--- src/core/bpe_pkg.sv ---
// Event codes, widths and reset values for the basic event counter
// How it works
// - Code 0x002 adds one per back-end execution cycle, never more.
// - Code 0x003 adds one per cycle spent in low-power halted state.
// - Halted count covers both threads; foreground is set minus clear count.
// - Code 0x004 starts counting when a valid channel 0 tag appears.
// - Tagged counting stops on a channel 1 tag without channel 0 tag.
// - Code 0x001 counts timebase reference cycles spent in the back-end.
// - Code 0x875 counts cycles the front end works on the thread.
// - Code 0x005 adds up to 12 retired instructions per cycle.
package bpe_pkg;
  localparam int          CODE_W       = 12;
  localparam int          CNT_W        = 48;
  localparam int          INC_W        = 4;
  localparam int          RET_W        = 4;
  localparam logic [11:0] EV_REF_CYC   = 12'h001;
  localparam logic [11:0] EV_OP_CYC    = 12'h002;
  localparam logic [11:0] EV_HALTED    = 12'h003;
  localparam logic [11:0] EV_TAGGED    = 12'h004;
  localparam logic [11:0] EV_RETIRED   = 12'h005;
  localparam logic [11:0] EV_FE_CYC    = 12'h875;
  localparam logic [3:0]  MAX_RETIRE   = 4'hc;
  localparam logic [47:0] CNT_RESET    = 48'h0;

  // Per-cycle activity reported by the core
  typedef struct packed {
    logic       backend_cycle;
    logic       halted_fg;
    logic       halted_bg;
    logic       tag_ch0;
    logic       tag_ch1;
    logic       timebase_tick;
    logic       fe_thread_cycle;
    logic [3:0] retired;
  } bpe_activity_t;

  // Software selection
  typedef struct packed {
    logic [11:0] code;
    logic        thread_channel_bit;
  } bpe_select_t;
endpackage : bpe_pkg

--- src/core/bpe_counter.sv ---
// Basic performance event increment and accumulation logic
`timescale 1ns/100ps
module bpe_counter (
  // Clock and reset
  input  wire logic                   mclk_i,
  input  wire logic                   rst_n_i,
  // Core activity and selection
  input  wire bpe_pkg::bpe_activity_t act_i,
  input  wire bpe_pkg::bpe_select_t   sel_i,
  // Results
  output logic [3:0]                  inc_o,
  output logic                        tag_active_o,
  output logic [47:0]                 count_o
);

  typedef enum logic [1:0] {
    BPE_TAG_IDLE = 2'b01,
    BPE_TAG_RUN  = 2'b10
  } bpe_tag_state_t;

  bpe_tag_state_t tag_state;
  bpe_tag_state_t next_tag_state;
  logic [3:0]     next_inc;
  logic           tag_count;
  logic [3:0]     ret_clip;

  // Tag window: opens on channel 0, closes on channel 1 alone
  always_comb begin
    next_tag_state = tag_state;
    case (tag_state)
      BPE_TAG_IDLE: begin
        if (act_i.tag_ch0) begin
          next_tag_state = BPE_TAG_RUN;
        end
      end
      BPE_TAG_RUN: begin
        if (act_i.tag_ch1 && !act_i.tag_ch0) begin
          next_tag_state = BPE_TAG_IDLE;
        end
      end
      default: next_tag_state = BPE_TAG_IDLE;
    endcase
  end

  // Cycle opening the window already counts; the closing one does too
  assign tag_count = (tag_state == BPE_TAG_RUN) || act_i.tag_ch0;

  // Clip guards the accumulator against a faulty retire report
  assign ret_clip = (act_i.retired > bpe_pkg::MAX_RETIRE)
                    ? bpe_pkg::MAX_RETIRE : act_i.retired;

  // Event selection; each case yields the increment for this cycle
  always_comb begin
    next_inc = 4'h0;
    case (sel_i.code)
      bpe_pkg::EV_OP_CYC:
        next_inc = {3'h0, act_i.backend_cycle};
      bpe_pkg::EV_HALTED: begin
        // Bit set: either thread halted. Bit clear: only the background
        // halted, so set minus clear leaves exactly the foreground figure
        if (sel_i.thread_channel_bit) begin
          next_inc = {3'h0, act_i.halted_fg | act_i.halted_bg};
        end else begin
          next_inc = {3'h0, act_i.halted_bg & ~act_i.halted_fg};
        end
      end
      bpe_pkg::EV_TAGGED:
        next_inc = {3'h0, tag_count & act_i.backend_cycle};
      bpe_pkg::EV_REF_CYC:
        next_inc = {3'h0, act_i.timebase_tick & act_i.backend_cycle};
      bpe_pkg::EV_FE_CYC:
        next_inc = {3'h0, act_i.fe_thread_cycle};
      bpe_pkg::EV_RETIRED:
        next_inc = ret_clip;
      default: next_inc = 4'h0;
    endcase
  end

  // Tag state register
  always_ff @(posedge mclk_i or negedge rst_n_i) begin
    if (!rst_n_i) begin
      tag_state <= BPE_TAG_IDLE;
    end else begin
      tag_state <= next_tag_state;
    end
  end

  // Registered increment and tag flag
  always_ff @(posedge mclk_i or negedge rst_n_i) begin
    if (!rst_n_i) begin
      inc_o        <= 4'h0;
      tag_active_o <= 1'b0;
    end else begin
      inc_o        <= next_inc;
      tag_active_o <= (next_tag_state == BPE_TAG_RUN);
    end
  end

  // Accumulator, one cycle behind the registered increment
  always_ff @(posedge mclk_i or negedge rst_n_i) begin
    if (!rst_n_i) begin
      count_o <= bpe_pkg::CNT_RESET;
    end else begin
      count_o <= count_o + {44'h0, inc_o};
    end
  end

  // Checks
  property p_op_cyc;
    @(posedge mclk_i) disable iff (!rst_n_i)
      sel_i.code == bpe_pkg::EV_OP_CYC |=> inc_o == $past(act_i.backend_cycle);
  endproperty
  a_op_cyc: assert property (p_op_cyc)
    else $error("op cycle inc wrong");

  property p_halted;
    @(posedge mclk_i) disable iff (!rst_n_i)
      sel_i.code == bpe_pkg::EV_HALTED && sel_i.thread_channel_bit
      && (act_i.halted_fg || act_i.halted_bg) |=> inc_o == 4'h1;
  endproperty
  a_halted: assert property (p_halted)
    else $error("halted inc missing");

  property p_halted_bg;
    @(posedge mclk_i) disable iff (!rst_n_i)
      sel_i.code == bpe_pkg::EV_HALTED && !sel_i.thread_channel_bit
      && act_i.halted_bg && !act_i.halted_fg |=> inc_o == 4'h1;
  endproperty
  a_halted_bg: assert property (p_halted_bg)
    else $error("bg halt missing");

  // With the bit clear a foreground halt must not count
  property p_halted_fg;
    @(posedge mclk_i) disable iff (!rst_n_i)
      sel_i.code == bpe_pkg::EV_HALTED && !sel_i.thread_channel_bit
      && act_i.halted_fg |=> inc_o == 4'h0;
  endproperty
  a_halted_fg: assert property (p_halted_fg)
    else $error("fg halt counted with bit clear");

  property p_tag_start;
    @(posedge mclk_i) disable iff (!rst_n_i)
      act_i.tag_ch0 |=> tag_active_o;
  endproperty
  a_tag_start: assert property (p_tag_start)
    else $error("tag no start");

  property p_tag_stop;
    @(posedge mclk_i) disable iff (!rst_n_i)
      act_i.tag_ch1 && !act_i.tag_ch0 |=> !tag_active_o;
  endproperty
  a_tag_stop: assert property (p_tag_stop)
    else $error("tag no stop");

  // The opening cycle counts at once
  property p_tag_open;
    @(posedge mclk_i) disable iff (!rst_n_i)
      sel_i.code == bpe_pkg::EV_TAGGED && act_i.tag_ch0
      && act_i.backend_cycle |=> inc_o == 4'h1;
  endproperty
  a_tag_open: assert property (p_tag_open)
    else $error("opening tag cycle not counted");

  // Sampled flag equals the window state of the same cycle
  property p_tag_run;
    @(posedge mclk_i) disable iff (!rst_n_i)
      sel_i.code == bpe_pkg::EV_TAGGED && tag_active_o
      && act_i.backend_cycle |=> inc_o == 4'h1;
  endproperty
  a_tag_run: assert property (p_tag_run)
    else $error("open tag window not counted");

  property p_tag_idle;
    @(posedge mclk_i) disable iff (!rst_n_i)
      sel_i.code == bpe_pkg::EV_TAGGED && !tag_active_o
      && !act_i.tag_ch0 |=> inc_o == 4'h0;
  endproperty
  a_tag_idle: assert property (p_tag_idle)
    else $error("closed tag window counted");

  property p_ref;
    @(posedge mclk_i) disable iff (!rst_n_i)
      sel_i.code == bpe_pkg::EV_REF_CYC |=>
        inc_o == {3'h0, $past(act_i.timebase_tick & act_i.backend_cycle)};
  endproperty
  a_ref: assert property (p_ref)
    else $error("ref inc wrong");

  property p_fe;
    @(posedge mclk_i) disable iff (!rst_n_i)
      sel_i.code == bpe_pkg::EV_FE_CYC |=>
        inc_o == {3'h0, $past(act_i.fe_thread_cycle)};
  endproperty
  a_fe: assert property (p_fe)
    else $error("fe inc wrong");

  property p_ret;
    @(posedge mclk_i) disable iff (!rst_n_i)
      sel_i.code == bpe_pkg::EV_RETIRED
      && act_i.retired <= bpe_pkg::MAX_RETIRE |=>
        inc_o == $past(act_i.retired);
  endproperty
  a_ret: assert property (p_ret)
    else $error("retire inc wrong");

  // Every event but retirement is a cycle count, one at most
  property p_one_max;
    @(posedge mclk_i) disable iff (!rst_n_i)
      sel_i.code != bpe_pkg::EV_RETIRED |=> inc_o <= 4'h1;
  endproperty
  a_one_max: assert property (p_one_max)
    else $error("more than one per cycle");

  // A faulty retire report is clipped, never passed through
  property p_ret_clip;
    @(posedge mclk_i) disable iff (!rst_n_i)
      sel_i.code == bpe_pkg::EV_RETIRED
      && act_i.retired > bpe_pkg::MAX_RETIRE
      |=> inc_o == bpe_pkg::MAX_RETIRE;
  endproperty
  a_ret_clip: assert property (p_ret_clip)
    else $error("retire inc not clipped");

  property p_acc;
    @(posedge mclk_i) disable iff (!rst_n_i)
      ##1 count_o == $past(count_o) + {44'h0, $past(inc_o)};
  endproperty
  a_acc: assert property (p_acc)
    else $error("accumulate wrong");

  c_tag: cover property (@(posedge mclk_i) disable iff (!rst_n_i)
    act_i.tag_ch0 ##[1:20] (act_i.tag_ch1 && !act_i.tag_ch0));
  c_ret12: cover property (@(posedge mclk_i) disable iff (!rst_n_i)
    inc_o == 4'hc);
  c_halt: cover property (@(posedge mclk_i) disable iff (!rst_n_i)
    sel_i.code == bpe_pkg::EV_HALTED ##1 inc_o == 4'h1);
  c_halt_bg: cover property (@(posedge mclk_i) disable iff (!rst_n_i)
    sel_i.code == bpe_pkg::EV_HALTED && !sel_i.thread_channel_bit
    && act_i.halted_bg ##1 inc_o == 4'h1);

endmodule : bpe_counter

--- config.mk ---
export PLATFORM = sky130hd
export DESIGN_NAME = bpe_counter
export DESIGN_NICKNAME = d
export VERILOG_FILES = /design/src/core/bpe_pkg.sv /design/src/core/bpe_counter.sv
export SDC_FILE = /design/constraint.sdc
export NUM_CORES = 1
export LEC_CHECK = 0
export BUFFER_PORTS_ARGS = -buffer_cell sky130_fd_sc_hd__buf_2
export CELL_PAD_IN_SITES_DETAIL_PLACEMENT = 1
export CELL_PAD_IN_SITES_GLOBAL_PLACEMENT = 2
export CORE_MARGIN = 1
export CORE_UTILIZATION = 32
export CTS_CLUSTER_SIZE = 8
export DETAILED_ROUTE_END_ITERATION = 6
export HOLD_SLACK_MARGIN = 0.02
export PLACE_DENSITY = 0.91
export SYNTH_ARGS = -nofsm -noshare
export SYNTH_HDL_FRONTEND = slang
export SYNTH_SLANG_ARGS = --single-unit
--- constraint.sdc ---
create_clock -name mclk_i -period 2.44 [get_ports mclk_i]
set_input_delay 0.122 -clock mclk_i [delete_from_list [all_inputs] [get_ports mclk_i]]
set_output_delay 0.122 -clock mclk_i [all_outputs]
set_load 0.02 [all_outputs]
---- Word-level counts from Yosys, hierarchy flattened ----
Index checks and enable logic that the tools add are counted.
cells by class
  $lt $le $gt $ge ......................... 1
  multiplexer cells ....................... 6
  reductions and logical operators ........ 3
  equality and inequality tests ........... 9
  $add $sub $neg .......................... 1
  bitwise gates (word level) .............. 5
operators by type and width
  operator                                                          count
  48-bit by 4-bit adder with 48-bit output                          1
  12-bit by 2-bit == test with 1-bit output, second input constant  2
  12-bit by 3-bit == test with 1-bit output, second input constant  2
  4-bit one-hot mux with 6 select lines                             1
  12-bit by 1-bit == test with 1-bit output, second input constant  1
  12-bit == test, second input constant                             1
  2-bit == test, second input constant                              2
  4-bit > comparator, second input constant                         1
  2-bit 2-to-1 mux                                                  2
  4-bit 2-to-1 mux                                                  1
  2-bit one-hot mux with 2 select lines                             1
  1-bit bitwise AND                                                 3
  2-bit by 1-bit == test with 1-bit output, second input constant   1
  1-bit logical AND                                                 1
  1-bit logical NOT                                                 1
  1-bit logical OR                                                  1
  1-bit 2-to-1 mux                                                  1
  1-bit NOT                                                         1
  1-bit bitwise OR                                                  1
word-level totals
  input bits .............................. 26
  register bits after elaboration ......... 55

---- Depth between registers and ports, before layout ----
  depth after elaboration ................. 5
  depth in mapped cells ................... 10

---- Worst setup path after synthesis ----
No wires, ideal clock.
  path type ............................... register to register
  start ................................... reg count_o[0]
  end ..................................... reg count_o[36]
  cell stages (with the launch flop) ...... 11
  data arrival time ....................... 2.032 ns
  clock period less this slack ............ 2.161 ns
  setup slack ............................. 0.279 ns
  setup time .............................. 0.129 ns
  buffers on the path ..................... 2
  data required time ...................... 2.311 ns
  path through ............................ dfrtp_1 > ha_1 > inv_1 > fa_1 > nor2b_1 > o31a_1 > and3_1 > buf_6 > buf_12 > nand3_2 > xnor2_1
on the way
  cells in the longest elaborated chain, start to end .. 1
ends and longest elaborated chain
  what                                      RTL line            source
  from (decl)                               bpe_counter.sv:13   output logic [47:0] count_o
  from (signal assigned)                    bpe_counter.sv:102  count_o <= bpe_pkg::CNT_RESET;
  from (signal assigned)                    bpe_counter.sv:104  count_o <= count_o + {44'h0, inc_o};
  48-bit by 4-bit adder with 48-bit output  bpe_counter.sv:104
Every way passes these cells.

---- Worst setup path in the final report ----
  start ................................... reg inc_o[0]
  end ..................................... reg count_o[38]
on the way
  cells in the longest elaborated chain, start to end .. 1
ends and longest elaborated chain
  what                                      RTL line            source
  from (decl)                               bpe_counter.sv:11   output logic [3:0] inc_o,
  from (signal assigned)                    bpe_counter.sv:94   inc_o <= next_inc;
  48-bit by 4-bit adder with 48-bit output  bpe_counter.sv:104
Every way passes these cells.

==> impl_metrics.toml <==
[outcome]
status = "completed"

[flow_run]
drv_cap = 0

[critical_path]
cp.arrival_ns = 2.40
crit_type = "reg -> reg"
critical-path-slowest-cell = "sky130_fd_sc_hd__fa_1"
cp_top_family = "adder cells"
cp_required_ns = 2.63
slowest_delay_ns = 0.41
cp_max_fanout = 14
crit_buf_inv = 2
timing.critical_path.cells = "ha_1 > inv_1 > fa_1 > nor2b_1 > o31a_1 > and3_1 > buf_12 > nand4_1 > xnor2_1"
crit_path_end_kind = "register"
setup.worst_path.start_class = "register"

[logic_synthesis]
post_synth_inst_count = 236
synth.yosys.seq_area_share = 0.514
synth.cells.most_frequent = "54 x sky130_fd_sc_hd__dfrtp_1, 35 x sky130_fd_sc_hd__xnor2_1, 14 x sky130_fd_sc_hd__nand2_1"
register_bit_count_reported_by_yosys = 55
synth_top_area_share = 0.505
synth_edf_count = 0
ys_top_cells_by_area = "sky130_fd_sc_hd__dfrtp_1 50%, sky130_fd_sc_hd__xnor2_1 11%, sky130_fd_sc_hd__nand3_2 3.4%, sky130_fd_sc_hd__xor2_1 3.3%, sky130_fd_sc_hd__and3_1 2.8%"
post_synthesis_cell_type_with_the_largest_combined_area = "sky130_fd_sc_hd__dfrtp_1"
yosysMostFrequentCell = "sky130_fd_sc_hd__dfrtp_1"
synthesis.area_sq_um = 2680
syn-num-nets = 269
async_reset_ff_frac = 1.00
ys_types = 38
synthFlopType = "sky130_fd_sc_hd__dfrtp_1"
avg_inst_size_synth_sq_um = 11.3
ys.warnings.count = 0

[cts]
htreeDepth = 2
cts.path.max_buffers = 2
clk-insertion-delay-late_ns = 0.30
cts_repair_resize_count = 0
tritoncts_clock_tree = "built"
cts_buffers = 5
cts_root_cell = "sky130_fd_sc_hd__clkbuf_8"
path_clk_slew_ns = 0.09
tritoncts_num_sinks = 55

[pwr]
power.leakage_nw = 1.73
finalPower_mw = 1.63
powerDensity_nw_per_um2 = 496
vdd.ir_drop.worst_mv = 0.353

[sta]
grt_setup_unrepaired = "no"
finalSetupViolCount = 0
timing.fmax_mhz = 453
slew-limit-headroom = 0.651
final.hold.worst_slack_ns = 0.0459
tightest_slew_ns = 0.519
accumulated_negative_setup_slack_ns = 0
final-max-slew-violation-count = 0
final_min_period_over_clock_period = 0.906
hold_viol_final = 0
finalWorstPathRequiredPeriod_ns = 2.21
final_ws_setup_ns = 0.230
fin_skew_ns = 0.00783

[global_route]
grt_start_max_net_pins = 36
global_route_wire_length_before_repair_um = 10200
first_global_vias = 2161
gr-usage-all-layers = 0.149
grt_antenna_before_repair = 0
globalRoute.totalOverflow = 0
met1_usage = 0.184
grt_util_met2 = 0.254
global_route.peak_usage_layer = "met2"
globalRouteMet3Util = 0.0407

[routing]
route.detailed.wl_per_inst_um = 13.8
vias = 2051
drt_pre_antenna_iters = 4
route.detailed.drc = 0
drt.antenna.violating_nets = 0
via_per_inst = 4.81
1st_iter_drt_viols = 57
wl_um = 5890

[finish]
finish.instance_area_sq_um = 3290
fin_cells = 426
postLayoutCoreUtil = 0.415
design.final.nets = 356
ant_diodes = 0
area_overhead_vs_synth_pct = 22.8
layout-drive-gt1-share = 0.318

[placement]
numPortBuffers = 78
final_hpwl_from_detailed_placement_um = 4600
place_inst = 417
detailed_place.area_sq_um = 3200
dp_slack_ns = 0.237
gp_congestion = 0.740

[floorplanning]
floorplan.initialDensity = 0.338
floorplan.die.width_um = 93.5
dieArea_sq_um = 8740
die_h_um = 93.5
boundaryPins = 79
placeableCoreArea_sq_um = 7930
std_cell_rows = 32

[min_path]
worstHoldPathType = "in -> reg"
-- kinds of logic (layout without fill, tap and decap cells) --
| group | Yosys count | in the layout | synth area share |
|---|---|---|---|
| and+or+nand+nor | 97 | 97 | 0.229 |
| DFF | 55 | 55 | 0.514 |
| muxes | 1 | 1 | 0.00374 |
| xor gates and xnor gates | 45 | 45 | 0.147 |
| adders and majority gates | 7 | 7 | 0.0355 |
| AOI/OAI and AO/OA | 18 | 18 | 0.0388 |
| buffers and inverters | 13 | 101 | 0.0313 |
-- registers in the layout (all words and copies together) (netlist names) --
name	cells
tag_state	2
tag_active_o	1
count_o	48
inc_o	4
-- timing repair --
action | 4_1_cts | 5_1_grt
endpoints found under the hold margin | 19 | 0
hold buffers | 1 | 0
buffers inserted | 0 | 0
-- cell usage in the layout, fill, tap and decap left out, types with 9 or more instances in the layout --
cell type	Yosys	routed
sky130_fd_sc_hd__and3_1	12	12
sky130_fd_sc_hd__nor2_1	12	12
sky130_fd_sc_hd__inv_1	9	9
sky130_fd_sc_hd__nand3_2	9	9
sky130_fd_sc_hd__dfrtp_1	54	54
sky130_fd_sc_hd__xor2_1	10	10
sky130_fd_sc_hd__xnor2_1	35	35
sky130_fd_sc_hd__nand3_1	12	12
sky130_fd_sc_hd__nand2_1	14	14
sky130_fd_sc_hd__buf_2	0	78
sky130_fd_sc_hd__nand4_1	12	12
-- layout make-up --
cell class / instances / area [sq um]
tap: 102 / 128
fill: 904 / 4640
clock buffer: 7 / 76.3
multi-input combinational: 168 / 1220
inverter: 9 / 33.8
clock inverter: 1 / 5.00
sequential: 55 / 1380
timing repair buffer: 84 / 450
-- worst paths after layout --
check | start | end | slack, ns | cells after the start
worst min register to register | count_o[47] | count_o[47] | 0.47 | 1
min in group asynchronous | rst_n_i | count_o[45] | 0.30 | 2
max in group asynchronous | rst_n_i | count_o[7] | 1.33 | 3
worst max-delay path | inc_o[0] | count_o[38] | 0.23 | 9
worst min-delay path | act_i[3] | inc_o[3] | 0.05 | 2
worst max register to register | inc_o[0] | count_o[38] | 0.23 | 9
-- layer usage --
layer / share of wire / wire length (um)
met2: 0.49 / 2910
met3: 0.065 / 380
met1: 0.43 / 2540
met4: 0.0098 / 58
met5: 0 / 0
-- power breakdown --
| part | switching [mW] | internal [mW] | leakage (nW) |
|---|---|---|---|
| combinational | 0.111 | 0.0712 | 0.920 |
| sequential | 0.0169 | 0.944 | 0.765 |
| clock | 0.285 | 0.203 | 0.0422 |
| total | 0.413 | 1.22 | 1.73 |
Note: power is estimated with default switching activity, not from simulation.
